**config.mk**
```make
export PLATFORM = sky130hd
export DESIGN_NAME = monitor_cycle_power_control
export DESIGN_NICKNAME = d
export VERILOG_FILES = /design/src/monitor_pkg.sv /design/src/monitor_cycle_power_control.sv
export SDC_FILE = /design/constraint.sdc
export NUM_CORES = 1
export LEC_CHECK = 0
export ABC_CLOCK_PERIOD_IN_PS = 11300
export BUFFER_PORTS_ARGS = -buffer_cell sky130_fd_sc_hd__buf_2
export CAP_MARGIN = 10
export CORE_MARGIN = 1.5
export CORE_UTILIZATION = 29
export CTS_CLUSTER_DIAMETER = 150
export DETAILED_ROUTE_END_ITERATION = 10
export SLEW_MARGIN = 15
export SYNTH_ARGS = -nofsm -noshare
export SYNTH_HDL_FRONTEND = slang
export SYNTH_SLANG_ARGS = --single-unit
export TNS_END_PERCENT = 10
```
**constraint.sdc**
```tcl
create_clock -name clk -period 11.3 [get_ports clk]
set_input_delay 1.13 -clock clk [delete_from_list [all_inputs] [get_ports clk]]
set_output_delay 1.13 -clock clk [all_outputs]
set_load 0.03 [all_outputs]
```
**src/monitor_pkg.sv**
```systemverilog
// Shared constants and types for the monitor sequencing block
package monitor_pkg;
    localparam int CHANNEL_COUNT = 5;
    localparam int ZONE_COUNT = 3;
    localparam int FAN_COUNT = 4;
    localparam int PWM_COUNT = 3;
    localparam int CLOCK_MHZ = 250;
    localparam int ROUND_IDLE_MS = 1000;
    localparam int IDLE_CYCLES = ROUND_IDLE_MS * CLOCK_MHZ * 1000;
    localparam int RAMP_STEP_CYCLES_DEFAULT = 1024;
    // Register offsets
    localparam logic [7:0] CONTROL_ADDR = 8'h00;
    localparam logic [7:0] STATUS_ADDR = 8'h01;
    localparam logic [7:0] INT_STATUS_ADDR = 8'h02;
    localparam logic [7:0] INT_ENABLE_ADDR = 8'h03;
    localparam logic [7:0] INT_CLEAR_ADDR = 8'h04;
    localparam logic [7:0] READING_BASE = 8'h10;
    localparam logic [7:0] LIMIT_HIGH_BASE = 8'h18;
    localparam logic [7:0] LIMIT_LOW_BASE = 8'h20;
    localparam logic [7:0] TACH_BASE = 8'h28;
    localparam logic [7:0] TACH_LIMIT_BASE = 8'h2c;
    localparam logic [7:0] PWM_DUTY_BASE = 8'h30;
    localparam logic [7:0] PWM_ZONES_BASE = 8'h34;
    localparam logic [7:0] ZONE_LOW_BASE = 8'h38;
    localparam logic [7:0] RAMP_ADDR = 8'h3c;
    // Control bit positions
    localparam int CTRL_START = 0;
    localparam int CTRL_CYCLE = 1;
    localparam int CTRL_SLEEP = 2;
    localparam int CTRL_SHUTDOWN = 3;
    localparam int CTRL_AUTO = 4;
    localparam int CTRL_RAMP = 5;
    localparam logic [7:0] CONTROL_RESET = 8'h00;
    localparam logic [7:0] LIMIT_HIGH_RESET = 8'hff;
    localparam logic [7:0] LIMIT_LOW_RESET = 8'h00;
    localparam logic [7:0] ZONE_LOW_RESET = 8'h80;
    localparam logic [7:0] DUTY_RESET = 8'hff;
    // Interrupt status bits
    localparam int INT_VOLT = 0;
    localparam int INT_TEMP = 1;
    localparam int INT_FAN = 2;
    localparam int INT_ROUND = 3;

    typedef enum logic [1:0] {
        SEQ_IDLE = 2'b00,
        SEQ_CONVERT = 2'b01,
        SEQ_WAIT = 2'b10
    } seq_type;
endpackage

```
**src/monitor_cycle_power_control.sv**
```systemverilog
// Monitor round sequencing, power states, limits, fan and interrupt logic
//
// The implementer's own choices: the register addresses and the plain strobed port.
`timescale 1ns/1ps

//////////////////////////////////////////////////////////////////////////////
// Contract
// - In continuous mode conversion rounds run back to back.
// - In cycle mode a round is followed by an idle wait of about one second.
// - In cycle mode each channel is converted exactly once per round.
// - Entering sleep or shutdown never alters any register; the code clears the busy bit of the status register.
// - Sleep keeps bias and oscillator on while converter and sequencer stop.
// - In sleep every register stays readable and writable from the host.
// - Shutdown turns off bias, oscillator, converter and sequencer.
// - In shutdown only the control register can be accessed by the host.
// - The active-low interrupt asserts on out-of-limit temperature or voltage.
// - Each fan tachometer reading is compared with its stored limit.
// - In automatic mode duty follows zone temperature and limits without the host.
// - Each PWM may be linked to any set of zones and follows the hottest linked zone.
// - With automatic mode and ramp control both on, duty moves at most one step per ramp interval.
module monitor_cycle_power_control #(
    parameter int IDLE_CYCLES = monitor_pkg::IDLE_CYCLES,
    parameter int RAMP_STEP_CYCLES = monitor_pkg::RAMP_STEP_CYCLES_DEFAULT
) (
    input wire logic clk,
    input wire logic rst_n,
    input wire logic [7:0] regAddr,
    input wire logic [7:0] regWriteData,
    input wire logic regWrite,
    input wire logic regRead,
    output logic [7:0] regReadData,
    output logic convertStart,
    output logic [2:0] convertChannel,
    input wire logic convertDone,
    input wire logic [7:0] convertResult,
    input wire logic [7:0] tachCount0,
    input wire logic [7:0] tachCount1,
    input wire logic [7:0] tachCount2,
    input wire logic [7:0] tachCount3,
    output logic biasEnable,
    output logic oscEnable,
    output logic converterEnable,
    output logic [7:0] pwmDuty0,
    output logic [7:0] pwmDuty1,
    output logic [7:0] pwmDuty2,
    output logic interrupt_n
);
    //////////////////////////////////////////////////////////////////////////
    logic [7:0] control;
    logic [7:0] reading [monitor_pkg::CHANNEL_COUNT];
    logic [7:0] limitHigh [monitor_pkg::CHANNEL_COUNT];
    logic [7:0] limitLow [monitor_pkg::CHANNEL_COUNT];
    logic [7:0] tachLimit [monitor_pkg::FAN_COUNT];
    logic [7:0] tach [monitor_pkg::FAN_COUNT];
    logic [7:0] duty [monitor_pkg::PWM_COUNT];
    logic [7:0] hostDuty [monitor_pkg::PWM_COUNT];
    logic [2:0] zoneLink [monitor_pkg::PWM_COUNT];
    logic [7:0] zoneLow [monitor_pkg::ZONE_COUNT];
    logic [7:0] tachSync1 [monitor_pkg::FAN_COUNT];
    logic [7:0] tachSync2 [monitor_pkg::FAN_COUNT];
    logic [7:0] tachHold [monitor_pkg::FAN_COUNT];
    logic [3:0] intStatus;
    logic [3:0] intEnable;
    logic [3:0] intSet;
    monitor_pkg::seq_type state;
    logic [2:0] channel;
    logic busy;
    logic [31:0] waitCount;
    logic [31:0] rampCount;
    logic rampTick;
    logic lowPower;
    logic shutdown;
    logic accessOk;
    logic [7:0] target [monitor_pkg::PWM_COUNT];

    function automatic logic outOfLimit(input logic [7:0] v, input logic [7:0] lo,
                                        input logic [7:0] hi);
        outOfLimit = (v > hi) || (v < lo);
    endfunction

    function automatic logic inRange(input logic [7:0] a, input logic [7:0] base,
                                     input int n);
        inRange = (a >= base) && (a < base + 8'(n));
    endfunction

    function automatic logic [7:0] zoneDuty(input logic [7:0] temp, input logic [7:0] low);
        zoneDuty = (temp <= low) ? 8'h00 : (temp - low > 8'h7f) ? 8'hff : 8'((temp - low) << 1);
    endfunction

    assign shutdown = control[monitor_pkg::CTRL_SHUTDOWN];
    assign lowPower = shutdown || control[monitor_pkg::CTRL_SLEEP];
    assign biasEnable = !shutdown;
    assign oscEnable = !shutdown;
    assign converterEnable = !lowPower;
    // Shutdown admits only the control register so the host can wake it
    assign accessOk = !shutdown || (regAddr == monitor_pkg::CONTROL_ADDR);
    assign convertChannel = channel;
    assign pwmDuty0 = duty[0];
    assign pwmDuty1 = duty[1];
    assign pwmDuty2 = duty[2];

    //////////////////////////////////////////////////////////////////////////
    // Tach inputs come from a foreign domain
    always_ff @(posedge clk or negedge rst_n) begin
        if (!rst_n) begin
            for (int i = 0; i < monitor_pkg::FAN_COUNT; i++) begin
                tachSync1[i] <= 8'h00;
                tachSync2[i] <= 8'h00;
            end
        end else begin
            tachSync1[0] <= tachCount0;
            tachSync1[1] <= tachCount1;
            tachSync1[2] <= tachCount2;
            tachSync1[3] <= tachCount3;
            tachSync2 <= tachSync1;
        end
    end

    always_ff @(posedge clk or negedge rst_n) begin
        if (!rst_n) begin
            for (int i = 0; i < monitor_pkg::FAN_COUNT; i++) begin
                tach[i] <= 8'h00;
                tachHold[i] <= 8'h00;
            end
        end else if (!lowPower) begin
            // Take a word only once two samples agree
            tachHold <= tachSync2;
            for (int i = 0; i < monitor_pkg::FAN_COUNT; i++) begin
                if (tachSync2[i] == tachHold[i]) begin
                    tach[i] <= tachSync2[i];
                end
            end
        end
    end

    //////////////////////////////////////////////////////////////////////////
    // Round sequencer; low power parks it and reissues the open conversion
    always_ff @(posedge clk or negedge rst_n) begin
        if (!rst_n) begin
            state <= monitor_pkg::SEQ_IDLE;
            channel <= 3'h0;
            busy <= 1'b0;
            waitCount <= 32'h0;
            convertStart <= 1'b0;
        end else begin
            convertStart <= 1'b0;
            if (lowPower) begin
                busy <= 1'b0;
            end else begin
                case (state)
                    monitor_pkg::SEQ_IDLE: begin
                        channel <= 3'h0;
                        if (control[monitor_pkg::CTRL_START]) begin
                            state <= monitor_pkg::SEQ_CONVERT;
                        end
                    end
                    monitor_pkg::SEQ_CONVERT: begin
                        if (!busy) begin
                            convertStart <= 1'b1;
                            busy <= 1'b1;
                        end else if (convertDone) begin
                            busy <= 1'b0;
                            if (channel == 3'(monitor_pkg::CHANNEL_COUNT - 1)) begin
                                channel <= 3'h0;
                                if (!control[monitor_pkg::CTRL_START]) begin
                                    state <= monitor_pkg::SEQ_IDLE;
                                end else if (control[monitor_pkg::CTRL_CYCLE]) begin
                                    state <= monitor_pkg::SEQ_WAIT;
                                    waitCount <= 32'(IDLE_CYCLES - 1);
                                end
                                // Continuous mode restarts at once
                            end else begin
                                channel <= channel + 3'h1;
                            end
                        end
                    end
                    monitor_pkg::SEQ_WAIT: begin
                        if (waitCount == 32'h0) begin
                            state <= monitor_pkg::SEQ_IDLE;
                        end else begin
                            waitCount <= waitCount - 32'h1;
                        end
                    end
                    default: state <= monitor_pkg::SEQ_IDLE;
                endcase
            end
        end
    end

    always_ff @(posedge clk or negedge rst_n) begin
        if (!rst_n) begin
            for (int i = 0; i < monitor_pkg::CHANNEL_COUNT; i++) begin
                reading[i] <= 8'h00;
            end
        end else if (state == monitor_pkg::SEQ_CONVERT && busy && convertDone && !lowPower) begin
            reading[channel] <= convertResult;
        end
    end

    //////////////////////////////////////////////////////////////////////////
    // Host registers; power state changes never touch them
    always_ff @(posedge clk or negedge rst_n) begin
        if (!rst_n) begin
            control <= monitor_pkg::CONTROL_RESET;
            intEnable <= 4'h0;
            for (int i = 0; i < monitor_pkg::CHANNEL_COUNT; i++) begin
                limitHigh[i] <= monitor_pkg::LIMIT_HIGH_RESET;
                limitLow[i] <= monitor_pkg::LIMIT_LOW_RESET;
            end
            for (int i = 0; i < monitor_pkg::FAN_COUNT; i++) begin
                tachLimit[i] <= 8'h00;
            end
            for (int i = 0; i < monitor_pkg::PWM_COUNT; i++) begin
                hostDuty[i] <= monitor_pkg::DUTY_RESET;
                zoneLink[i] <= 3'h0;
            end
            for (int i = 0; i < monitor_pkg::ZONE_COUNT; i++) begin
                zoneLow[i] <= monitor_pkg::ZONE_LOW_RESET;
            end
        end else if (regWrite && accessOk) begin
            if (regAddr == monitor_pkg::CONTROL_ADDR) begin
                control <= regWriteData;
            end else if (regAddr == monitor_pkg::INT_ENABLE_ADDR) begin
                intEnable <= regWriteData[3:0];
            end else if (inRange(regAddr, monitor_pkg::LIMIT_HIGH_BASE, 5)) begin
                limitHigh[3'(regAddr - monitor_pkg::LIMIT_HIGH_BASE)] <= regWriteData;
            end else if (inRange(regAddr, monitor_pkg::LIMIT_LOW_BASE, 5)) begin
                limitLow[3'(regAddr - monitor_pkg::LIMIT_LOW_BASE)] <= regWriteData;
            end else if (inRange(regAddr, monitor_pkg::TACH_LIMIT_BASE, 4)) begin
                tachLimit[2'(regAddr - monitor_pkg::TACH_LIMIT_BASE)] <= regWriteData;
            end else if (inRange(regAddr, monitor_pkg::PWM_DUTY_BASE, 3)) begin
                hostDuty[2'(regAddr - monitor_pkg::PWM_DUTY_BASE)] <= regWriteData;
            end else if (inRange(regAddr, monitor_pkg::PWM_ZONES_BASE, 3)) begin
                zoneLink[2'(regAddr - monitor_pkg::PWM_ZONES_BASE)] <= regWriteData[2:0];
            end else if (inRange(regAddr, monitor_pkg::ZONE_LOW_BASE, 3)) begin
                zoneLow[2'(regAddr - monitor_pkg::ZONE_LOW_BASE)] <= regWriteData;
            end
        end
    end

    always_ff @(posedge clk or negedge rst_n) begin
        if (!rst_n) begin
            regReadData <= 8'h00;
        end else if (regRead && accessOk) begin
            regReadData <= 8'h00;
            if (regAddr == monitor_pkg::CONTROL_ADDR) begin
                regReadData <= control;
            end else if (regAddr == monitor_pkg::STATUS_ADDR) begin
                regReadData <= {3'h0, busy, channel, state != monitor_pkg::SEQ_IDLE};
            end else if (regAddr == monitor_pkg::INT_STATUS_ADDR) begin
                regReadData <= {4'h0, intStatus};
            end else if (regAddr == monitor_pkg::INT_ENABLE_ADDR) begin
                regReadData <= {4'h0, intEnable};
            end else if (inRange(regAddr, monitor_pkg::READING_BASE, 5)) begin
                regReadData <= reading[3'(regAddr - monitor_pkg::READING_BASE)];
            end else if (inRange(regAddr, monitor_pkg::LIMIT_HIGH_BASE, 5)) begin
                regReadData <= limitHigh[3'(regAddr - monitor_pkg::LIMIT_HIGH_BASE)];
            end else if (inRange(regAddr, monitor_pkg::LIMIT_LOW_BASE, 5)) begin
                regReadData <= limitLow[3'(regAddr - monitor_pkg::LIMIT_LOW_BASE)];
            end else if (inRange(regAddr, monitor_pkg::TACH_BASE, 4)) begin
                regReadData <= tach[2'(regAddr - monitor_pkg::TACH_BASE)];
            end else if (inRange(regAddr, monitor_pkg::TACH_LIMIT_BASE, 4)) begin
                regReadData <= tachLimit[2'(regAddr - monitor_pkg::TACH_LIMIT_BASE)];
            end else if (inRange(regAddr, monitor_pkg::PWM_DUTY_BASE, 3)) begin
                regReadData <= duty[2'(regAddr - monitor_pkg::PWM_DUTY_BASE)];
            end else if (inRange(regAddr, monitor_pkg::PWM_ZONES_BASE, 3)) begin
                regReadData <= {5'h00, zoneLink[2'(regAddr - monitor_pkg::PWM_ZONES_BASE)]};
            end else if (inRange(regAddr, monitor_pkg::ZONE_LOW_BASE, 3)) begin
                regReadData <= zoneLow[2'(regAddr - monitor_pkg::ZONE_LOW_BASE)];
            end
        end else begin
            regReadData <= 8'h00;
        end
    end

    //////////////////////////////////////////////////////////////////////////
    // Events: channels 0-1 are voltages, 2-4 temperatures
    always_comb begin
        intSet = 4'h0;
        for (int i = 0; i < monitor_pkg::CHANNEL_COUNT; i++) begin
            if (outOfLimit(reading[i], limitLow[i], limitHigh[i])) begin
                intSet[(i < 2) ? monitor_pkg::INT_VOLT : monitor_pkg::INT_TEMP] = 1'b1;
            end
        end
        for (int i = 0; i < monitor_pkg::FAN_COUNT; i++) begin
            // A slow fan yields a large period count
            if (tach[i] > tachLimit[i]) begin
                intSet[monitor_pkg::INT_FAN] = 1'b1;
            end
        end
        if (state == monitor_pkg::SEQ_CONVERT && busy && convertDone && !lowPower
            && channel == 3'(monitor_pkg::CHANNEL_COUNT - 1)) begin
            intSet[monitor_pkg::INT_ROUND] = 1'b1;
        end
    end

    always_ff @(posedge clk or negedge rst_n) begin
        if (!rst_n) begin
            intStatus <= 4'h0;
        end else begin
            // Set wins over a clear in the same cycle
            if (regWrite && accessOk && regAddr == monitor_pkg::INT_CLEAR_ADDR) begin
                intStatus <= (intStatus & ~regWriteData[3:0]) | intSet;
            end else begin
                intStatus <= intStatus | intSet;
            end
        end
    end

    always_ff @(posedge clk or negedge rst_n) begin
        if (!rst_n) begin
            interrupt_n <= 1'b1;
        end else begin
            interrupt_n <= !(|(intStatus & intEnable));
        end
    end

    //////////////////////////////////////////////////////////////////////////
    // Zone targets: hottest linked zone wins
    always_comb begin
        for (int p = 0; p < monitor_pkg::PWM_COUNT; p++) begin
            target[p] = 8'h00;
            for (int z = 0; z < monitor_pkg::ZONE_COUNT; z++) begin
                if (zoneLink[p][z] && zoneDuty(reading[z + 2], zoneLow[z]) > target[p]) begin
                    target[p] = zoneDuty(reading[z + 2], zoneLow[z]);
                end
            end
        end
    end

    always_ff @(posedge clk or negedge rst_n) begin
        if (!rst_n) begin
            rampCount <= 32'h0;
            rampTick <= 1'b0;
        end else begin
            rampTick <= (rampCount == 32'h0);
            rampCount <= (rampCount == 32'h0) ? 32'(RAMP_STEP_CYCLES - 1) : rampCount - 32'h1;
        end
    end

    always_ff @(posedge clk or negedge rst_n) begin
        if (!rst_n) begin
            for (int p = 0; p < monitor_pkg::PWM_COUNT; p++) begin
                duty[p] <= monitor_pkg::DUTY_RESET;
            end
        end else begin
            for (int p = 0; p < monitor_pkg::PWM_COUNT; p++) begin
                if (!control[monitor_pkg::CTRL_AUTO]) begin
                    duty[p] <= hostDuty[p];
                end else if (!control[monitor_pkg::CTRL_RAMP]) begin
                    duty[p] <= target[p];
                end else if (rampTick && duty[p] < target[p]) begin
                    duty[p] <= duty[p] + 8'h01;
                end else if (rampTick && duty[p] > target[p]) begin
                    duty[p] <= duty[p] - 8'h01;
                end
            end
        end
    end
endmodule // monitor_cycle_power_control

```
# Word level (Yosys, flattened, before mapping)
# Index checks and enable logic that the tools add are counted.
[totals]
output_inout_bits = 40
mem_bits_rw = 0
wordCells = 383
latchBits = 0
memories = 0
reg_bits = 458
in_bits = 61
mem_bits_ro = 0
[classes]
n_reduce_logical = 71
magnitude_cmp = 65
mul = 0
n_div = 0
add_sub_neg = 20
shift = 0
eq_ne = 23
n_mux = 123
n_bitwise = 22
[ops]
columns = ["op", "n"]
rows = [
  ["8-bit two-way mux", 60],
  ["32-bit two-way mux", 7],
  ["8-bit > comparator", 18],
  ["40-bit bitwise mux", 3],
  ["8-bit binary-select mux with 3-bit select", 3],
  ["8-bit demux with 3-bit select", 3],
  ["8-bit binary-select mux with 2-bit select", 4],
  ["32-bit zero test", 2],
  ["8-bit < comparator", 8],
  ["32-bit one-hot mux with 2 select lines", 1],
  ["32-bit by 1-bit subtractor with 32-bit output (second input constant)", 2],
  ["24-bit bitwise mux", 2],
  ["8-bit demux with 2-bit select", 3],
  ["8-bit by 6-bit >= comparator with 1-bit output (second input constant)", 6],
  ["8-bit by 6-bit < comparator with 1-bit output (second input constant)", 6],
  ["1-bit logical AND", 37],
  ["32-bit bitwise mux", 1],
  ["8-bit equality test", 4],
  ["8-bit by 1-bit adder with 8-bit output (second input constant)", 3],
  ["8-bit by 7-bit > comparator with 1-bit output (second input constant)", 3],
  ["8-bit <= comparator", 3],
  ["8-bit by 1-bit subtractor with 8-bit output (second input constant)", 3],
  ["8-bit subtractor", 3],
  ["3-bit two-way mux", 6],
  ["other kinds (47)", 133],
]

# Depth between registers and ports, before layout
[logic_depth]
word_depth = 19
ltp_mapped = 40
depth_no_buf = 38

# Least setup slack after synthesis
# No wires, ideal clock.
[synth_timing]
path_type = "register to register"
startpoint = "reg reading[8] in the netlist's numbering"
endpoint = "reg duty (netlist bit pwmDuty2[6])"
stages_incl_launch_ff = 40
slack_ps = 2996
arrival_ps = 8214
path_buffers = 2
cell_sequence = "dfrtp_1 inv_1 ha_1 inv_1 fa_1 a21oi_1 o22ai_1 o311a_1 o21ai_0 inv_1 ha_1 nor2b_1 o211ai_1 a21oi_1 o21ai_1 mux2i_1 inv_1 ha_1 [4 not listed] clkbuf_1 nor2_1 a21o_1 ha_1 nor2b_1 o211ai_1 a21oi_1 or4b_2 clkbuf_1 ha_1 a21oi_1 nand2_1 a21o_1 a21oi_1 xnor2_1 mux2_2 a22oi_1 o21ai_0"
[synth_via]
elab_chain_cells = 15
elab_cells_between_ends = 19
classes_between = "1 x add/sub; 6 x order compare; 1 x eq/ne; 7 x mux; 4 x reduce/logical"
[synth_rtl]
columns = ["element", "line", "text"]
rows = [
  ["start, declared", "monitor_cycle_power_control.sv:50", "logic [7:0] reading [monitor_pkg::CHANNEL_COUNT];"],
  ["start signal, assigned by index", "monitor_cycle_power_control.sv:196", "reading[channel] <= convertResult;"],
  ["8-bit subtractor", "monitor_cycle_power_control.sv:87", "zoneDuty = (temp <= low) ? 8'h00 : (temp - low > 8'h7f) ? 8'hff : 8'((temp - low) << 1);"],
  ["8-bit by 7-bit > comparator with 1-bit output", "monitor_cycle_power_control.sv:87", ""],
  ["8-bit two-way mux", "monitor_cycle_power_control.sv:87", ""],
  ["8-bit two-way mux *", "monitor_cycle_power_control.sv:87", ""],
  ["8-bit > comparator", "monitor_cycle_power_control.sv:324", "if (zoneLink[p][z] && zoneDuty(reading[z + 2], zoneLow[z]) > target[p]) begin"],
  ["1-bit logical AND", "monitor_cycle_power_control.sv:324", ""],
  ["8-bit two-way mux *", "monitor_cycle_power_control.sv:324", ""],
  ["8-bit > comparator", "monitor_cycle_power_control.sv:324", ""],
  ["1-bit logical AND", "monitor_cycle_power_control.sv:324", ""],
  ["8-bit two-way mux *", "monitor_cycle_power_control.sv:324", ""],
  ["8-bit < comparator", "monitor_cycle_power_control.sv:352", "end else if (rampTick && duty[p] < target[p]) begin"],
  ["1-bit logical AND", "monitor_cycle_power_control.sv:352", ""],
  ["8-bit two-way mux", "monitor_cycle_power_control.sv:352", ""],
  ["8-bit two-way mux", "monitor_cycle_power_control.sv:350", "end else if (!control[monitor_pkg::CTRL_RAMP]) begin"],
  ["8-bit two-way mux", "monitor_cycle_power_control.sv:348", "if (!control[monitor_pkg::CTRL_AUTO]) begin"],
  ["end signal, assigned by index", "monitor_cycle_power_control.sv:349", "duty[p] <= hostDuty[p];"],
  ["end signal, assigned by index", "monitor_cycle_power_control.sv:351", "duty[p] <= target[p];"],
  ["end signal, assigned by index", "monitor_cycle_power_control.sv:353", "duty[p] <= duty[p] + 8'h01;"],
  ["end, declared", "monitor_cycle_power_control.sv:55", "logic [7:0] duty [monitor_pkg::PWM_COUNT];"],
]
# Mark *: on every way between the ends. The rest lies on a longest branch, timed or not.
# A chain may end at the register's enable or synchronous reset.

# Worst setup path in the final report
# Same ends and word-level chain as after synthesis.

==> insert_results.sql <==
INSERT INTO impl_metrics (metric_group, metric, value, unit) VALUES
('synth', 'yosysWarningCount', '0', ''),
('synth', 'yosysUniqueCellTypes', '81', ''),
('sta', 'fmaxAchievable', '108', 'MHz'),
('outcome', 'result_of_the_run', 'completed', ''),
('layout', 'final_nets', '3224', ''),
('die', 'die_span_in_x', '311', 'microns'),
('cts', 'path_clk_slew', '70', 'ps'),
('routing', 'vias_per_cell', '5.20', ''),
('cts', 'tritoncts_clock_tree', 'yes', ''),
('setup_path', 'timing.critical_path.slowest_stage_cell', 'sky130_fd_sc_hd__or4b_2', ''),
('worst_hold_path', 'worst_hold_path.num_cells', '0', ''),
('layout', 'final.fill_count', '9578', ''),
('synth', 'syn-cell-area', '0.0275', 'sq mm'),
('die', 'io_pins', '101', ''),
('setup_path', 'reg2reg_launch_point', 'reading[8]', ''),
('synth', 'post_synth_fa_ha_maj_area_fraction', '10.9', '%'),
('worst_hold_path', 'hold_path.class', 'reg -> reg', ''),
('global_route', 'grt_overflow_total', '0', ''),
('run', 'drv_cap', '0', ''),
('sta', 'rsz0062_at_grt', 'no', ''),
('placement', 'gp_routability_congestion', '0.988', ''),
('setup_path', 'critical_path.endpoint_type', 'flip-flop', ''),
('synth', 'synth_area_in_simple_gates', '14.3', '%'),
('layout', 'layout-drive-gt1-share', '17.9', '%'),
('setup_path', 'r2r_slack', '2020', 'ps'),
('global_route', 'grt_use_met2', '28.6', '%'),
('setup_path', 'rr_worst_depth', '37', ''),
('synth', 'synth.mux.area_fraction', '9.96', '%'),
('pwr', 'ir_drop', '0.000138', 'V'),
('routing', 'ant_nets', '0', ''),
('global_route', 'antenna_found_initial', '3', ''),
('cts', 'number_of_gates_resized_after_cts', '0', ''),
('placement', 'port_buffers', '100', ''),
('global_route', 'met1_usage', '24.1', '%'),
('setup_path', 'critical_path.startpoint_type', 'flip-flop', ''),
('synth', 'register_area_share_after_synthesis', '42.0', '%'),
('sta', 'timing.final.crit_share', '82.1', '%'),
('synth', 'ys_dominant_reg_cell', 'sky130_fd_sc_hd__dfrtp_1', ''),
('placement', 'detailed_place_hpwl', '62700', 'microns'),
('synth', 'post_synth_inst_count', '2854', ''),
('setup_path', 'crit_fanout', '17', ''),
('global_route', 'grt.total_usage', '17.6', '%'),
('synth', 'yosys_register_bits', '458', ''),
('sta', 'setup_viol', '0', ''),
('synth', 'synth_compound_gate_area_share', '15.6', '%'),
('routing', 'vias', '22000', ''),
('sta', 'worst_clock_skew', '26.2', 'ps'),
('die', 'overall_die_height', '311', 'microns'),
('synth', 'synth_top_family_by_area', 'compound AO/OA/AOI/OAI gates', ''),
('routing', 'drt_drc_violations_left', '0', ''),
('pwr', 'total_leakage_power', '14.6', 'nW'),
('cts', 'clockBufferDepth', '3', ''),
('routing', 'drt-total-wl', '85900', 'microns'),
('worst_hold_path', 'min_to', 'tachSync2[10]', ''),
('sta', 'slew_violations', '0', ''),
('cts', 'cts_made_buffers', '49', ''),
('routing', 'dr.first_iter.drc_count', '2025', ''),
('global_route', 'via_count_of_the_first_global_routing_pass', '21300', ''),
('pwr', 'design_power_total', '4.66', 'mW'),
('setup_path', 'cp.arrival', '9780', 'ps'),
('pwr', 'power.density_cell_area', '149', 'mW/mm^2'),
('die', 'placeableCoreArea', '0.0937', 'sq mm'),
('cts', 'clk_root_buffer_cell', 'sky130_fd_sc_hd__clkbuf_16', ''),
('synth', 'count_of_flip_flops_with_a_built_in_enable_after_synthesis', '0', ''),
('sta', 'maxSlewHeadroom', '14.4', '%'),
('placement', 'numPlacedInstances', '4130', ''),
('sta', 'worst_max_slew_pin_slew', '1270', 'ps'),
('synth', 'synth.most_common_cell', 'sky130_fd_sc_hd__nand2_1', ''),
('global_route', 'grt_most_used_layer', 'met2', ''),
('cts', 'post_cts.repair.setup_buffers', '0', ''),
('routing', 'route.detailed.wl_per_inst', '20.3', 'microns');
sequential cells by signal, indices dropped and copies added (netlist names), 2 cells and up:
name	count
tachSync2	32
intStatus	4
zoneLink	9
convertChannel	3
state	2
tachHold	32
regReadData	8
tach	32
pwmDuty1	8
zoneLow	24
limitLow	40
limitHigh	40
reading	40
pwmDuty0	8
rampCount	32
tachSync1	32
hostDuty	24
tachLimit	32
pwmDuty2	8
intEnable	4
control	8
waitCount	32
critical path: cells and delay by family (launching register included):
kind            cells  cell delay, ps
xor+xnor            1              80
simple gates        6            1710
fa+ha+maj           6            1920
buf+inv             4             460
mux                 2             660
compound gates     18            3930
flops               1             390
power by group:
group	internal (mW)	switching, mW	leakage (nW)	total, mW
Combinational	0.357	0.517	8.37	0.873
Clock	1.05	0.735	0.860	1.78
Sequential	1.80	0.204	5.33	2.00
how the worst max path moves through the flow:
| stage | endpoint | cells after the start |
|---|---|---|
| 2_1_floorplan | pwmDuty2[6] | 39 |
| 3_3_place_gp | pwmDuty2[6] | 37 |
| 3_5_place_dp | pwmDuty2[6] | 37 |
| 4_1_cts | pwmDuty2[6] | 37 |
| 5_1_grt | pwmDuty2[6] | 37 |
| 6_report | pwmDuty2[6] | 37 |
layout make-up:
cell class | count | area [sq um] | area share [%]
Antenna cell | 2 | 5.00 | 0.0160
Sequential cell | 458 | 11600 | 37.0
Inverter | 185 | 694 | 2.22
Clock buffer | 61 | 1350 | 4.32
Timing Repair Buffer | 142 | 831 | 2.65
Multi-Input combinational cell | 2091 | 14800 | 47.4
Tap cell | 1254 | 1570 | 5.01
Clock inverter | 31 | 452 | 1.44
cell usage in the layout (no fill, tap or decap), types with 22 or more instances in the layout:
cell / synthesis / final
sky130_fd_sc_hd__dfrtp_1: 366 / 366
sky130_fd_sc_hd__a211oi_1: 22 / 22
sky130_fd_sc_hd__ha_1: 230 / 230
sky130_fd_sc_hd__o21ai_0: 268 / 268
sky130_fd_sc_hd__nor2_1: 151 / 151
sky130_fd_sc_hd__clkbuf_16: 0 / 50
sky130_fd_sc_hd__nand3_1: 53 / 53
sky130_fd_sc_hd__dfstp_2: 92 / 92
sky130_fd_sc_hd__or3_1: 24 / 24
sky130_fd_sc_hd__mux4_2: 29 / 29
sky130_fd_sc_hd__nor3_1: 56 / 56
sky130_fd_sc_hd__nand2b_1: 25 / 25
sky130_fd_sc_hd__nor2b_1: 35 / 34
sky130_fd_sc_hd__inv_1: 183 / 183
sky130_fd_sc_hd__a21o_1: 44 / 44
sky130_fd_sc_hd__mux2_2: 150 / 150
sky130_fd_sc_hd__a21oi_1: 137 / 137
sky130_fd_sc_hd__mux2i_1: 40 / 40
sky130_fd_sc_hd__o21a_1: 29 / 29
sky130_fd_sc_hd__nor4_1: 32 / 29
sky130_fd_sc_hd__nand2_1: 367 / 367
sky130_fd_sc_hd__buf_2: 4 / 97
sky130_fd_sc_hd__xor2_1: 22 / 22
sky130_fd_sc_hd__nand4_1: 36 / 36
sky130_fd_sc_hd__buf_4: 3 / 44
sky130_fd_sc_hd__xnor2_1: 75 / 75
per-stage QoR:
stage | cell area [sq um] | hold WS, ps | util (%) | worst slack [ps]
2_1_floorplan | 27500 | 331 | - | 3000
6_report | 31300 | 346 | 33.4 | 2020
3_3_place_gp | 29500 | 332 | 31.5 | 2150
4_1_cts | 31300 | 348 | 33.4 | 2110
5_1_grt | 31300 | 354 | 33.4 | 1310
3_5_place_dp | 29500 | 335 | 31.5 | 2160
routing by layer:
metal	share of wire, %	vias up	wire (microns)
met4	3.2	2	2770
met3	5.7	146	4930
li1	-	10300	-
met5	0.014	-	12
met2	46	675	39700
met1	45	10800	38500
logic make-up (layout without fill, tap and decap cells):
| family | count (synthesis) | after routing |
|---|---|---|
| adder cells (fa/ha/maj) | 236 | 236 |
| other | 0 | 2 |
| XOR/XNOR | 97 | 97 |
| buffers and inverters | 305 | 419 |
| AO/OA/AOI/OAI | 691 | 691 |
| multiplexers | 219 | 219 |
| flip-flops | 458 | 458 |
| AND/OR/NAND/NOR | 848 | 848 |
Note: power is estimated with default switching activity, not from simulation.
